File: src/rtl/dpc_pkg.sv
// Package: register map, field positions, reset values and timing of the dynamics/power control bank
package dpc_pkg;

    // ************************************
    // Register offsets (byte address = 4 * index)
    // ************************************
    localparam logic [4:0] DPC_IDX_FAULT1 = 5'h08;
    localparam logic [4:0] DPC_IDX_POWER = 5'h09;
    localparam logic [4:0] DPC_IDX_ENABLE = 5'h0A;
    localparam logic [4:0] DPC_IDX_PEAK = 5'h0B;
    localparam logic [4:0] DPC_IDX_LIMCMP = 5'h0C;
    localparam logic [4:0] DPC_IDX_EXPGATE = 5'h0D;
    localparam logic [4:0] DPC_IDX_OUTLVL = 5'h0E;
    localparam logic [4:0] DPC_IDX_KNEE = 5'h0F;
    localparam logic [4:0] DPC_IDX_HOLD = 5'h10;
    localparam logic [4:0] DPC_IDX_POSTG = 5'h11;
    localparam logic [4:0] DPC_IDX_RMS = 5'h12;
    localparam logic [4:0] DPC_IDX_STATUS = 5'h13;
    localparam int DPC_NREG = 11;

    // ************************************
    // Reset values
    // ************************************
    localparam logic [7:0] DPC_RST_FAULT1 = 8'h0C;
    localparam logic [7:0] DPC_RST_POWER = 8'h99;
    localparam logic [7:0] DPC_RST_ENABLE = 8'h7C;
    localparam logic [7:0] DPC_RST_PEAK = 8'h5B;
    localparam logic [7:0] DPC_RST_LIMCMP = 8'h57;
    localparam logic [7:0] DPC_RST_EXPGATE = 8'h89;
    localparam logic [7:0] DPC_RST_OUTLVL = 8'h8C;
    localparam logic [7:0] DPC_RST_KNEE = 8'h77;
    localparam logic [7:0] DPC_RST_HOLD = 8'h26;
    localparam logic [7:0] DPC_RST_POSTG = 8'h1C;
    localparam logic [7:0] DPC_RST_RMS = 8'h07;

    // ************************************
    // Field positions
    // ************************************
    localparam int DPC_F_RECSEL_LSB = 0;
    localparam int DPC_F_ARTIME_LSB = 6;
    localparam int DPC_F_AMPLP = 4;
    localparam int DPC_F_CNVLP = 3;
    localparam int DPC_F_RPD = 2;
    localparam int DPC_F_LPD = 1;
    localparam int DPC_F_ASLEEP = 0;
    localparam int DPC_F_PREVOL = 6;
    localparam int DPC_F_LIM = 5;
    localparam int DPC_F_CMP = 4;
    localparam int DPC_F_EXP = 3;
    localparam int DPC_F_GATE = 2;
    localparam int DPC_F_MEN_LSB = 0;
    localparam int DPC_F_POSTG_LSB = 2;
    localparam logic [3:0] DPC_HOLD_MAX = 4'hC;

    // ************************************
    // Recovery policy codes
    // ************************************
    localparam logic [1:0] DPC_RECSEL_BOTH = 2'h0;
    localparam logic [1:0] DPC_RECSEL_OT = 2'h1;
    localparam logic [1:0] DPC_RECSEL_OC = 2'h2;
    localparam logic [1:0] DPC_RECSEL_NONE = 2'h3;

    // ************************************
    // Timing
    // ************************************
    localparam int DPC_CLK_HZ = 50000000;
    localparam int DPC_RECOV_BASE_MS = 10;
    localparam int DPC_RECOV_BASE_CYC = DPC_CLK_HZ / 1000 * DPC_RECOV_BASE_MS;
    localparam int DPC_ZERO_RUN = 2048;
    localparam int DPC_THR_OFFSET_DB = 6;

    // ************************************
    // Carriers
    // ************************************
    typedef struct packed {
        logic output_stage_low_power;
        logic converter_low_power;
        logic right_channel_off;
        logic left_channel_off;
        logic asleep;
        logic left_dyn_on;
        logic right_dyn_on;
        logic limiter_on;
        logic compressor_on;
        logic expander_on;
        logic gate_on;
        logic dynamics_before_volume;
        logic recovery_pulse;
    } dpc_ctrl_t;

    typedef struct packed {
        logic [7:0] limiter_threshold_db;
        logic [7:0] compressor_threshold_db;
        logic [7:0] expander_threshold_db;
        logic [7:0] gate_threshold_db;
        logic [7:0] max_output_db;
        logic [7:0] min_output_db;
        logic [7:0] post_gain_db;
        logic [3:0] peak_attack_time;
        logic [3:0] peak_release_time;
        logic [3:0] knee_attack_time;
        logic [3:0] knee_decay_time;
        logic [3:0] normal_hold_time;
        logic [3:0] gate_hold_time;
        logic [3:0] rms_average_time;
    } dpc_dyn_t;

endpackage : dpc_pkg

File: src/rtl/dpc_regs.sv
// Module: dynamics and power control register bank with Wishbone slave
// Overview of operation
// - Recovery policy: both, overtemp, overcurrent, none
// - Recovery delay 10, 20, 40, 80 ms
// - Bit 4 selects output stage low power
// - Bit 3 halves converter processing rate
// - Bits 2/1 power down right/left independently
// - Auto sleep after 2048 zero samples
// - Bit 6 puts dynamics before volume
// - After volume, thresholds applied 6 dB higher
// - Master enable selects left, right, both
// - Per-function enables; software programs thresholds
// - Peak attack time code, 0 to 1.536 s
// - Peak release time code, 0 to 24.576 s
// - Limiter threshold 0 to -22 dB
// - Compressor threshold -4 to -34 dB
// - Expander threshold -36 to -81 dB
// - Gate threshold -51 to -96 dB
// - Minimum output level from -51 dB, 3 dB steps
// - Knee attack and decay time codes
// - Normal hold time; codes above 1100 reserved
// - Gate hold time, same encoding
// - Post gain +21 dB down, 0 dB at 0111
// - RMS averaging time, default code 0111
//
// Added by the designer: the Wishbone interface to the registers.
`timescale 1ns/1ps
`default_nettype none

module dpc_regs
(
    input wire logic sys_clk,
    input wire logic rst_n,
    // Wishbone classic slave
    input wire logic wb_cyc_i,
    input wire logic wb_stb_i,
    input wire logic wb_we_i,
    input wire logic [7:0] wb_adr_i,
    input wire logic [3:0] wb_sel_i,
    input wire logic [31:0] wb_dat_i,
    output logic [31:0] wb_dat_o,
    output logic wb_ack_o,
    output logic wb_err_o,
    // Fault and sample inputs
    input wire logic fault_overtemp,
    input wire logic fault_overcurrent,
    input wire logic sample_valid,
    input wire logic sample_zero,
    // Control outputs
    output dpc_pkg::dpc_ctrl_t ctrl,
    output dpc_pkg::dpc_dyn_t dyn
);

    // ************************************
    // State
    // ************************************
    typedef enum logic [2:0]
    {
        DPC_S_RUN = 3'b001,
        DPC_S_WAIT = 3'b010,
        DPC_S_HELD = 3'b100
    } dpc_rec_t;

    typedef struct packed {
        logic [dpc_pkg::DPC_NREG-1:0][7:0] regs;
        logic ack;
        logic err;
        logic [31:0] rdata;
        dpc_rec_t rec;
        logic [31:0] wait_cnt;
        logic rec_pulse;
        logic [11:0] zero_cnt;
        logic asleep;
        logic hold_bad;
    } dpc_state_t;

    dpc_state_t s_q;
    dpc_state_t s_d;

    // ************************************
    // Decode helpers
    // ************************************
    logic [4:0] idx;
    logic hit;
    logic [3:0] slot;
    logic req;
    logic [1:0] rec_sel;
    logic [1:0] artime;
    logic fault_any;
    logic fault_auto;
    logic [31:0] delay_cyc;

    assign idx = wb_adr_i[6:2];
    assign req = wb_cyc_i & wb_stb_i & ~s_q.ack & ~s_q.err;
    assign hit = (wb_adr_i[1:0] == 2'h0) && (wb_adr_i[7] == 1'b0)
        && (idx >= dpc_pkg::DPC_IDX_FAULT1) && (idx <= dpc_pkg::DPC_IDX_STATUS);
    assign slot = 4'(idx - dpc_pkg::DPC_IDX_FAULT1);

    // ************************************
    // Register views and status word
    // ************************************
    logic [7:0] r_power;
    logic [7:0] r_enable;
    logic [7:0] r_hold;
    logic is_status;
    logic wr_hit;
    logic [31:0] status_word;

    assign r_power = s_q.regs[dpc_pkg::DPC_IDX_POWER - dpc_pkg::DPC_IDX_FAULT1];
    assign r_enable = s_q.regs[dpc_pkg::DPC_IDX_ENABLE - dpc_pkg::DPC_IDX_FAULT1];
    assign r_hold = s_q.regs[dpc_pkg::DPC_IDX_HOLD - dpc_pkg::DPC_IDX_FAULT1];
    assign is_status = (idx == dpc_pkg::DPC_IDX_STATUS);
    // Writes with an empty low lane are acknowledged and dropped
    assign wr_hit = wb_we_i & wb_sel_i[0];
    // Recovery wait, asleep, reserved hold code
    assign status_word = {29'h0, s_q.hold_bad, s_q.asleep, s_q.rec == DPC_S_WAIT};

    assign rec_sel = s_q.regs[0][dpc_pkg::DPC_F_RECSEL_LSB +: 2];
    assign artime = r_power[dpc_pkg::DPC_F_ARTIME_LSB +: 2];
    assign fault_any = fault_overtemp | fault_overcurrent;

    // Faults eligible for automatic recovery under the policy
    always_comb
    begin
        case (rec_sel)
            dpc_pkg::DPC_RECSEL_BOTH: fault_auto = fault_any;
            dpc_pkg::DPC_RECSEL_OT: fault_auto = fault_overtemp & ~fault_overcurrent;
            dpc_pkg::DPC_RECSEL_OC: fault_auto = fault_overcurrent & ~fault_overtemp;
            default: fault_auto = 1'b0;
        endcase
    end

    // 10 ms doubled per code step
    assign delay_cyc = 32'(dpc_pkg::DPC_RECOV_BASE_CYC) << artime;

    function automatic logic [7:0] dpc_reset_val(input int i);
        logic [7:0] v;
        v = 8'h00;
        case (i)
            0: v = dpc_pkg::DPC_RST_FAULT1;
            1: v = dpc_pkg::DPC_RST_POWER;
            2: v = dpc_pkg::DPC_RST_ENABLE;
            3: v = dpc_pkg::DPC_RST_PEAK;
            4: v = dpc_pkg::DPC_RST_LIMCMP;
            5: v = dpc_pkg::DPC_RST_EXPGATE;
            6: v = dpc_pkg::DPC_RST_OUTLVL;
            7: v = dpc_pkg::DPC_RST_KNEE;
            8: v = dpc_pkg::DPC_RST_HOLD;
            9: v = dpc_pkg::DPC_RST_POSTG;
            10: v = dpc_pkg::DPC_RST_RMS;
            default: v = 8'h00;
        endcase
        return v;
    endfunction

    // ************************************
    // Next state
    // ************************************
    always_comb
    begin
        s_d = s_q;
        s_d.ack = 1'b0;
        s_d.err = 1'b0;
        s_d.rec_pulse = 1'b0;

        // Bus access, one-cycle ack
        if (req)
        begin
            if (hit)
            begin
                s_d.ack = 1'b1;
                if (is_status)
                begin
                    s_d.rdata = status_word;
                end
                else
                begin
                    s_d.rdata = {24'h0, s_q.regs[slot]};
                    // Reserved bits stored and read back
                    if (wr_hit)
                    begin
                        s_d.regs[slot] = wb_dat_i[7:0];
                    end
                end
            end
            else
            begin
                s_d.err = 1'b1;
                s_d.rdata = 32'h0;
            end
        end

        // Automatic recovery sequencer
        case (s_q.rec)
            DPC_S_RUN:
            begin
                if (fault_auto)
                begin
                    s_d.rec = DPC_S_WAIT;
                    s_d.wait_cnt = 32'h0;
                end
            end
            DPC_S_WAIT:
            begin
                if (rec_sel == dpc_pkg::DPC_RECSEL_NONE)
                begin
                    s_d.rec = DPC_S_RUN;
                end
                else if (s_q.wait_cnt + 32'h1 >= delay_cyc)
                begin
                    s_d.rec = DPC_S_HELD;
                    s_d.rec_pulse = 1'b1;
                end
                else
                begin
                    s_d.wait_cnt = s_q.wait_cnt + 32'h1;
                end
            end
            DPC_S_HELD:
            begin
                if (!fault_any)
                begin
                    s_d.rec = DPC_S_RUN;
                end
                else if (fault_auto)
                begin
                    s_d.rec = DPC_S_WAIT;
                    s_d.wait_cnt = 32'h0;
                end
            end
            default: s_d.rec = DPC_S_RUN;
        endcase

        // Zero-sample run detector for auto sleep
        if (!r_power[dpc_pkg::DPC_F_ASLEEP])
        begin
            s_d.zero_cnt = 12'h000;
            s_d.asleep = 1'b0;
        end
        else if (sample_valid)
        begin
            if (!sample_zero)
            begin
                s_d.zero_cnt = 12'h000;
                s_d.asleep = 1'b0;
            end
            else if (s_q.zero_cnt + 12'h001 >= 12'(dpc_pkg::DPC_ZERO_RUN))
            begin
                s_d.asleep = 1'b1;
                s_d.zero_cnt = 12'(dpc_pkg::DPC_ZERO_RUN);
            end
            else
            begin
                s_d.zero_cnt = s_q.zero_cnt + 12'h001;
            end
        end

        // Reserved hold time codes flagged
        s_d.hold_bad = (r_hold[7:4] > dpc_pkg::DPC_HOLD_MAX)
            || (r_hold[3:0] > dpc_pkg::DPC_HOLD_MAX);
    end

    // ************************************
    // Registers
    // ************************************
    always_ff @(posedge sys_clk or negedge rst_n)
    begin
        if (!rst_n)
        begin
            for (int i = 0; i < dpc_pkg::DPC_NREG; i++)
            begin
                s_q.regs[i] <= dpc_reset_val(i);
            end
            s_q.ack <= 1'b0;
            s_q.err <= 1'b0;
            s_q.rdata <= 32'h0;
            s_q.rec <= DPC_S_RUN;
            s_q.wait_cnt <= 32'h0;
            s_q.rec_pulse <= 1'b0;
            s_q.zero_cnt <= 12'h000;
            s_q.asleep <= 1'b0;
            s_q.hold_bad <= 1'b0;
        end
        else
        begin
            s_q <= s_d;
        end
    end

    assign wb_ack_o = s_q.ack;
    assign wb_err_o = s_q.err;
    assign wb_dat_o = s_q.rdata;

    // ************************************
    // Threshold decoding (magnitudes in dB below full scale)
    // ************************************
    logic [7:0] off_db;
    logic [3:0] lt;
    logic [3:0] ct;
    logic [3:0] et;
    logic [3:0] nt;
    logic [3:0] smax;
    logic [3:0] smin;
    logic [3:0] pg;

    assign lt = s_q.regs[4][7:4];
    assign ct = s_q.regs[4][3:0];
    assign et = s_q.regs[5][7:4];
    assign nt = s_q.regs[5][3:0];
    assign smax = s_q.regs[6][7:4];
    assign smin = s_q.regs[6][3:0];
    assign pg = s_q.regs[9][dpc_pkg::DPC_F_POSTG_LSB +: 4];

    // Thresholds raised after volume: attenuation shrinks by 6 dB
    assign off_db = s_q.regs[2][dpc_pkg::DPC_F_PREVOL] ? 8'h00
        : 8'(dpc_pkg::DPC_THR_OFFSET_DB);

    // Limiter-style scale: 1 dB steps to 8, then 2 dB steps
    function automatic logic [7:0] dpc_lim_db(input logic [3:0] c);
        logic [7:0] v;
        v = (c <= 4'h8) ? {4'h0, c} : 8'({4'h0, c} * 8'h02 - 8'h08);
        return v;
    endfunction

    // Signed subtraction, negative result means above full scale
    function automatic logic [7:0] dpc_sub(input logic [7:0] a, input logic [7:0] b);
        return 8'(a - b);
    endfunction

    always_comb
    begin
        dyn.limiter_threshold_db = dpc_sub(dpc_lim_db(lt), off_db);
        dyn.compressor_threshold_db = dpc_sub(8'(8'h04 + {4'h0, ct} * 8'h02), off_db);
        dyn.expander_threshold_db = dpc_sub(8'(8'h24 + {4'h0, et} * 8'h03), off_db);
        dyn.gate_threshold_db = dpc_sub(8'(8'h33 + {4'h0, nt} * 8'h03), off_db);
        dyn.max_output_db = dpc_sub(dpc_lim_db(smax), off_db);
        dyn.min_output_db = dpc_sub(8'(8'h33 + {4'h0, smin} * 8'h03), off_db);
        // Signed gain: +21 dB at 0, 3 dB per code down
        dyn.post_gain_db = 8'(8'h15 - {4'h0, pg} * 8'h03);
        dyn.peak_attack_time = s_q.regs[3][7:4];
        dyn.peak_release_time = s_q.regs[3][3:0];
        dyn.knee_attack_time = s_q.regs[7][7:4];
        dyn.knee_decay_time = s_q.regs[7][3:0];
        dyn.normal_hold_time = s_q.regs[8][7:4];
        dyn.gate_hold_time = s_q.regs[8][3:0];
        dyn.rms_average_time = s_q.regs[10][3:0];
    end

    // ************************************
    // Control outputs
    // ************************************
    logic [1:0] men;
    assign men = r_enable[dpc_pkg::DPC_F_MEN_LSB +: 2];

    always_comb
    begin
        ctrl.output_stage_low_power = r_power[dpc_pkg::DPC_F_AMPLP];
        ctrl.converter_low_power = r_power[dpc_pkg::DPC_F_CNVLP];
        ctrl.right_channel_off = r_power[dpc_pkg::DPC_F_RPD];
        ctrl.left_channel_off = r_power[dpc_pkg::DPC_F_LPD];
        ctrl.asleep = s_q.asleep;
        ctrl.left_dyn_on = men[0];
        ctrl.right_dyn_on = men[1];
        ctrl.limiter_on = (men != 2'h0) & r_enable[dpc_pkg::DPC_F_LIM];
        ctrl.compressor_on = (men != 2'h0) & r_enable[dpc_pkg::DPC_F_CMP];
        ctrl.expander_on = (men != 2'h0) & r_enable[dpc_pkg::DPC_F_EXP];
        ctrl.gate_on = (men != 2'h0) & r_enable[dpc_pkg::DPC_F_GATE];
        ctrl.dynamics_before_volume = r_enable[dpc_pkg::DPC_F_PREVOL];
        ctrl.recovery_pulse = s_q.rec_pulse;
    end

endmodule // dpc_regs

`default_nettype wire

File: config.mk
export PLATFORM = sky130hd
export DESIGN_NAME = dpc_regs
export DESIGN_NICKNAME = d
export VERILOG_FILES = /design/src/rtl/dpc_pkg.sv /design/src/rtl/dpc_regs.sv
export SDC_FILE = /design/constraint.sdc
export NUM_CORES = 1
export LEC_CHECK = 0
export BUFFER_PORTS_ARGS = -buffer_cell sky130_fd_sc_hd__buf_2
export CAP_MARGIN = 0
export CORE_ASPECT_RATIO = 1.25
export CORE_MARGIN = 5
export CORE_UTILIZATION = 45
export DETAILED_ROUTE_END_ITERATION = 12
export GPL_TIMING_DRIVEN = 0
export PLACE_DENSITY = 0.77
export RECOVER_POWER = 50
export SLEW_MARGIN = 10
export SYNTH_ARGS = -nofsm -noshare
export SYNTH_HDL_FRONTEND = slang
export SYNTH_SLANG_ARGS = --single-unit
File: constraint.sdc
create_clock -name sys_clk -period 8.58 [get_ports sys_clk]
set_input_delay 0.429 -clock sys_clk [delete_from_list [all_inputs] [get_ports sys_clk]]
set_output_delay 0.429 -clock sys_clk [all_outputs]
set_load 0.02 [all_outputs]
==> impl_metrics.yaml, run 1 <==
run_status:
  outcome: "finished with violations"
  violations: "capacitance limit, slew limit"
place:
  post-dp-hpwl_mm: 18.2
  io_buffers: 126
  gp_congestion: 0.886
  place_inst: 1395
global_route:
  overflow: 0
  grt.total_usage_pct: 19.6
  antenna_found_initial: 2
  grt_pass1_wl_mm: 38.8
  grt_pass1_vias: 7646
  grt_max_degree: 87
critical_path:
  critPathMaxStageDelay_ps: 500
  arrival_ps: 4810
  end_kind: "flop"
  critical_path_class: "flop to flop"
  path_buf_inv: 3
  crit_required_ps: 8880
  cp_slowest_cell: "or4_1"
  crit_chain: "ha_1, and2_1, clkbuf_1, nand2_1, or3_1, nand2_1, ha_1, a21o_1, a221oi_1, o21ai_0, o221a_2, or4_1, buf_2, and2_4, buf_6, a211o_1"
  critPathMaxFanout: 10
  cp-start-kind: "flop"
  crit_family: "simple AND/OR/NAND/NOR gates"
layout:
  n_fill_cell: 1914
  areaGrowthSynthToFinish_pct: 16.4
  regArea_um2: 3760
  antennaDiodeCount: 0
  multi_input_area_um2: 5140
  drive_gt1_share_pct: 30.0
  nets: 1267
  fin_cells: 1428
synthesis:
  synth-edff-count: 0
  synth_cell_types: 56
  yosys.area_share.simple_pct: 14.2
  synth_compound_area_share_pct: 8.93
  synth_ff_type: "dfrtp_1"
  synth-adder-area-share_pct: 11.2
  synth-seq-area-share_pct: 38.4
  netlist_area_um2: 9780
  synth-seq-cells: 148
  synthXorXnorAreaFrac_pct: 2.06
  synthTopCellsByArea: "dfrtp_1 (27%), dfstp_2 (12%), mux2_2 (10%), ha_1 (7.9%), buf_4 (5.9%)"
  synth_top_family_by_area: "multiplexers"
  avgSynthCellArea_um2: 10.2
  async_flop_share_pct: 100
  synthCells: 962
  muxShareOfSynthArea_pct: 15.2
  yosys.area.top_type: "dfrtp_1"
  synth_top_area_share_pct: 26.9
  ys_warn_count: 0
drt:
  drt_iter0_drc: 426
  drtAntennaViolNets: 0
  wl_per_cell_um: 16.7
  vias: 7586
  first_pass_iters: 5
  drc: 0
  routed_wl_mm: 23.8
  viasPerCell: 5.31
die:
  start_util_pct: 45.5
  die_area_um2: 24800
  io_pins: 184
  core-area_um2: 21500
  die_w_um: 142
  die_y_um: 175
  core.rowCount: 60
cts:
  cts_tree: "done"
  cts_buffers: 17
  insertion_delay_ps: 420
  path_clk_slew_ps: 60
  clk_path_buf_depth: 2
  htree_num_levels: 4
  post_cts_buffers: 0
  clockRootBuffer: "clkbuf_16"
  cts.sinks: 148
timing:
  relSlewSlack_pct: -131
  hold_viol: 0
  hold_slack_ps: 253
  tns_ps: 0
  drv_slew: 63
  grt_setup_unrepaired: "no"
  timing.final.crit_period_ps: 4510
  timing.fmax_mhz: 222
  skew_ps: 10.8
  period_share_pct: 52.6
  tightest_slew_ps: 3470
  finalSetupViolations: 0
pwr:
  leakage_nw: 5.72
  peakVddDrop_uv: 140
  cellPowerDensity_nw_per_um2: 143
run:
  cap_violations: 1
hold_path:
  min_path_type: "primary input to flop"
[worst register-to-register path, stage by stage (launching register included)]
cell and delay, ps:
dfrtp_1 470, ha_1 300, and2_1 150, clkbuf_1 270, nand2_1 260, or3_1 410
nand2_1 110, ha_1 240, a21o_1 180, a221oi_1 260, o21ai_0 160, o221a_2 270
or4_1 500, buf_2 190, and2_4 180, buf_6 140, a211o_1 290
[where the power goes]
group	total [mW]	switching, mW	internal, mW
sequential	0.729	0.0150	0.714
combinational	0.206	0.141	0.0653
clock	0.690	0.285	0.405
total	1.62	0.441	1.18
[cells by family (layout without fill, tap and decap cells)]
logic type | count (synthesis) | in the layout
xor+xnor | 23 | 23
flops | 148 | 148
simple gates | 278 | 278
other cells | 1 | 28
buf+inv | 180 | 340
compound gates | 139 | 139
fa+ha+maj | 78 | 78
mux | 115 | 115
[repair_timing]
| action | CTS | global route |
|---|---|---|
| hold buffers | 1 | 0 |
| resized for setup | 0 | 0 |
| endpoints found under the hold margin | 42 | 0 |
[per-stage QoR]
stage	utilization (%)	setup WS, ps	total power, mW	instance area [µm²]
CTS	53.3	4070	1.64	11400
finish	53.0	4070	1.62	11400
global placement	50.6	4170	0.942	10900
global route	53.0	3770	1.69	11400
floorplan	-	4740	0.871	9880
detailed placement	50.7	4120	0.946	10900
[sequential cells by signal, summed over array words and instances (netlist names)]
register	flops
s_q	70
dyn	20
r_enable	8
r_hold	8
r_power	8
wb_dat_o	8
ct	4
et	4
lt	4
nt	4
pg	4
ctrl	2
rec_sel	2
wb_ack_o	1
wb_err_o	1
[cell usage in the layout (no fill, tap or decap), types with 14 or more instances in the layout]
| cell | netlist | routed |
|---|---|---|
| clkbuf_1 | 27 | 79 |
| a21o_1 | 23 | 23 |
| inv_1 | 68 | 68 |
| xnor2_1 | 14 | 14 |
| dfstp_2 | 43 | 40 |
| dfrtp_1 | 105 | 105 |
| nand2_1 | 112 | 112 |
| conb_1 | 1 | 28 |
| nand3_1 | 24 | 24 |
| a21oi_1 | 32 | 32 |
| mux4_2 | 18 | 18 |
| mux2_2 | 87 | 87 |
| nor2b_1 | 16 | 16 |
| and3_1 | 20 | 20 |
| nor2_1 | 31 | 31 |
| clkbuf_16 | 0 | 17 |
| ha_1 | 62 | 62 |
| buf_4 | 77 | 77 |
| buf_2 | 2 | 81 |
| o21ai_0 | 46 | 46 |
| fa_1 | 16 | 16 |
[cell type report]
| class | count | area share (%) |
|---|---|---|
| sequential | 148 | 33.0 |
| clock inverter | 9 | 0.715 |
| buffer | 111 | 6.29 |
| tap | 279 | 3.07 |
| timing repair buffer | 128 | 5.36 |
| clock buffer | 23 | 4.03 |
| multi-input combinational | 661 | 45.2 |
| inverter | 69 | 2.28 |
[synth_stat cells (3+ instances only)]
cell type and count:
nand2_1 112, dfrtp_1 105, mux2_2 87, buf_4 77, inv_1 68, ha_1 62, o21ai_0 46, dfstp_2 43
a21oi_1 32, nor2_1 31, clkbuf_1 27, nand3_1 24, a21o_1 23, and3_1 20, mux4_2 18, fa_1 16
nor2b_1 16, xnor2_1 14, mux2i_1 10, nor3_1 10, nor4_1 10, nand4_1 9, xor2_1 9, a22oi_1 8
and2_1 7, or2_2 7, or3_1 7, nand2b_1 6, o211ai_1 6, a22o_1 4, buf_1 4, or4_1 4
a211o_1 3, a31oi_1 3, and4_1 3, nand3b_1 3, o31ai_1 3
[layer usage]
| metal | global-route usage (%) | wire [µm] | vias to the layer above |
|---|---|---|---|
| met5 | 0 | 25 | - |
| met4 | 8.44 | 884 | 4 |
| met2 | 35.3 | 12400 | 243 |
| li1 | - | - | 3589 |
| met1 | 21.6 | 9080 | 3692 |
| met3 | 4.85 | 1390 | 58 |
[path summary, 6_finish.rpt]
check | from | endpoint | slack, ps | cells after the start
max | s_q[15] | s_q[27] | 4070 | 16
min | wb_adr_i[1] | wb_err_o | 250 | 3
max reg2reg | s_q[15] | s_q[27] | 4070 | 16
min reg2reg | wb_dat_o[0] | wb_dat_o[0] | 480 | 2
max in group asynchronous | rst_n | s_q[133] | 4890 | 2
min in group asynchronous | rst_n | wb_dat_o[3] | 1740 | 2
No activity file was read; power rests on OpenSTA's default activity.
==> run 2: changes to the inputs <==
Clock period 8.58 ns to 4.4 ns, I/O delays scaled along.
==> impl_metrics.yaml, run 2 (synthesis gave the netlist of run 1 again) <==
global_route:
  grt.total_usage_pct: 19.6
  grt_pass1_vias: 7635
  antenna_found_initial: 2
  overflow: 0
  grt_pass1_wl_mm: 38.8
  grt_max_degree: 87
critical_path:
  cp-start-kind: "flop"
  ff2ff_setup_slack_ps: 220
  critPathMaxStageDelay_ps: 500
  crit_family: "simple AND/OR/NAND/NOR gates"
  rr_worst_depth: 15
  critical_path_class: "flop to flop"
  crit_required_ps: 4700
  path_buf_inv: 2
  rr_endpoint: "s_q[27]"
  arrival_ps: 4480
  crit_chain: "nand3_1, nor2_4, nand2_2, or3_1, nand2_1, ha_1, a21o_1, a221oi_1, o21ai_0, o221a_2, or4_1, buf_2, and2_4, buf_6, a211o_1"
  critPathMaxFanout: 10
  end_kind: "flop"
  cp_slowest_cell: "or4_1"
  rr_startpoint: "s_q[24]"
layout:
  largest_reg_flops: 70
  fin_util_pct: 53.2
  final_cell_mix: "nand2_1 (111), dfrtp_1 (102), mux2_2 (87), buf_2 (81)"
  drive_gt1_share_pct: 31.2
  areaGrowthSynthToFinish_pct: 16.9
  regMostFlops: "s_q"
  nets: 1267
  mostFrequentLayoutCell: "nand2_1"
  antennaDiodeCount: 0
  fin_cells: 1428
timing:
  drv_slew: 63
  timing.fmax_mhz: 239
  hold_slack_ps: 48.6
  relSlewSlack_pct: -131
  hold_viol: 0
  tns_ps: 0
  skew_ps: 9.30
  finalSetupViolations: 0
  timing.final.crit_period_ps: 4180
  tightest_slew_ps: 3470
  period_share_pct: 95.0
drt:
  vias: 7565
  wl_per_cell_um: 16.8
  routed_wl_mm: 23.9
  drt_iter0_drc: 437
  drc: 0
  viasPerCell: 5.30
  drtAntennaViolNets: 0
  first_pass_iters: 5
pwr:
  leakage_nw: 5.73
  peakVddDrop_uv: 273
  cellPowerDensity_nw_per_um2: 278
  clockPowerShare_pct: 42.4
  p_switching_uw: 862
  power_frac_comb_pct: 12.7
  seqPwrFrac_pct: 44.9
  swShare_pct: 27.2
  p_total_mw: 3.17
  intPower_mw: 2.31
cts:
  clk_path_buf_depth: 2
  cts.sinks: 148
  htree_num_levels: 4
  cts_buffers: 17
  path_clk_slew_ps: 60
  cts_tree: "done"
  insertion_delay_ps: 420
  clockRootBuffer: "clkbuf_16"
hold_path:
  min_to: "wb_err_o"
  min_path_type: "primary input to flop"
  min_path_cells: 3
  worstHoldStart: "wb_adr_i[1]"
place:
  gp_congestion: 0.886
  place_inst: 1395
  post-dp-hpwl_mm: 18.2
  io_buffers: 126
die:
  core-area_um2: 21500
  die_area_um2: 24800
  die_y_um: 175
  io_pins: 184
  start_util_pct: 45.5
  die_w_um: 142
  core.rowCount: 60
run_status:
  outcome: "finished with violations"
  violations: "capacitance limit, slew limit"
run:
  cap_violations: 1
==> run 2: cell types whose count changed in the layout (fill, tap and decap cells not counted), sizes merged <==
| cell | change |
|---|---|
| clkbuf | -1 |
| buf | +1 |
==> run 2: worst max path at each step <==
stage / start / end / slack [ps] / cells after the start
2_1_floorplan: s_q[15] / s_q[19] / 560 / 16
3_3_place_gp: s_q[15] / s_q[18] / -7 / 16
3_5_place_dp: s_q[15] / s_q[27] / -60 / 16
4_1_cts: s_q[17] / s_q[27] / 6 / 17
5_1_grt: s_q[19] / s_q[27] / -30 / 17
6_report: s_q[24] / s_q[27] / 220 / 15
==> run 2: final cells by class <==
type,count,area [µm²]
Inverter,69,259
Tap cell,279,349
Clock buffer,23,458
Sequential cell,148,3760
Clock inverter,9,81.3
Multi-Input combinational cell,661,5190
Fill cell,1913,10000
Buffer,110,712
Timing Repair Buffer,129,617
==> run 2: worst register-to-register path: stages, from the launching register on <==
cell      delay, ps
dfrtp_1         420
nand3_1         320
nor2_4          260
nand2_2         150
or3_1           380
nand2_1         110
ha_1            240
a21o_1          180
a221oi_1        270
o21ai_0         160
o221a_2         270
or4_1           500
buf_2           190
and2_4          180
buf_6           140
a211o_1         290
==> run 2: power by group through the flow <==
stage | Clock, mW | Sequential (mW) | Combinational (mW)
6_report | 1.34 | 1.42 | 0.404
5_1_grt | 1.42 | 1.43 | 0.443
4_1_cts | 1.37 | 1.42 | 0.405
3_5_place_dp | 0 | 1.44 | 0.402
3_3_place_gp | 0 | 1.44 | 0.395
2_1_floorplan | 0 | 1.44 | 0.262
==> run 2: routing by layer <==
| layer | track usage [%] | share of wire (%) | vias to the layer above |
|---|---|---|---|
| met4 | 8.28 | 3.7 | 4 |
| li1 | - | - | 3584 |
| met1 | 21.7 | 38 | 3675 |
| met3 | 4.79 | 6.2 | 57 |
| met2 | 35.4 | 52 | 245 |
| met5 | 0 | 0.10 | - |
==> run 2: repair_timing <==
action / in CTS / in global routing
hold endpoints to repair: 42 / 0
hold buffers: 1 / 0
buffers inserted: 0 / 1
setup endpoints to repair: 20 / 34
pin swaps: 0 / 1
gates resized for setup: 1 / 13
==> run 2: metrics by stage <==
step	cell area, µm²	worst slack (ps)
finish	11400	221
global route	11400	-29.0
CTS	11400	5.91
floorplan	9880	560
global placement	10900	-6.77
detailed placement	10900	-60.2
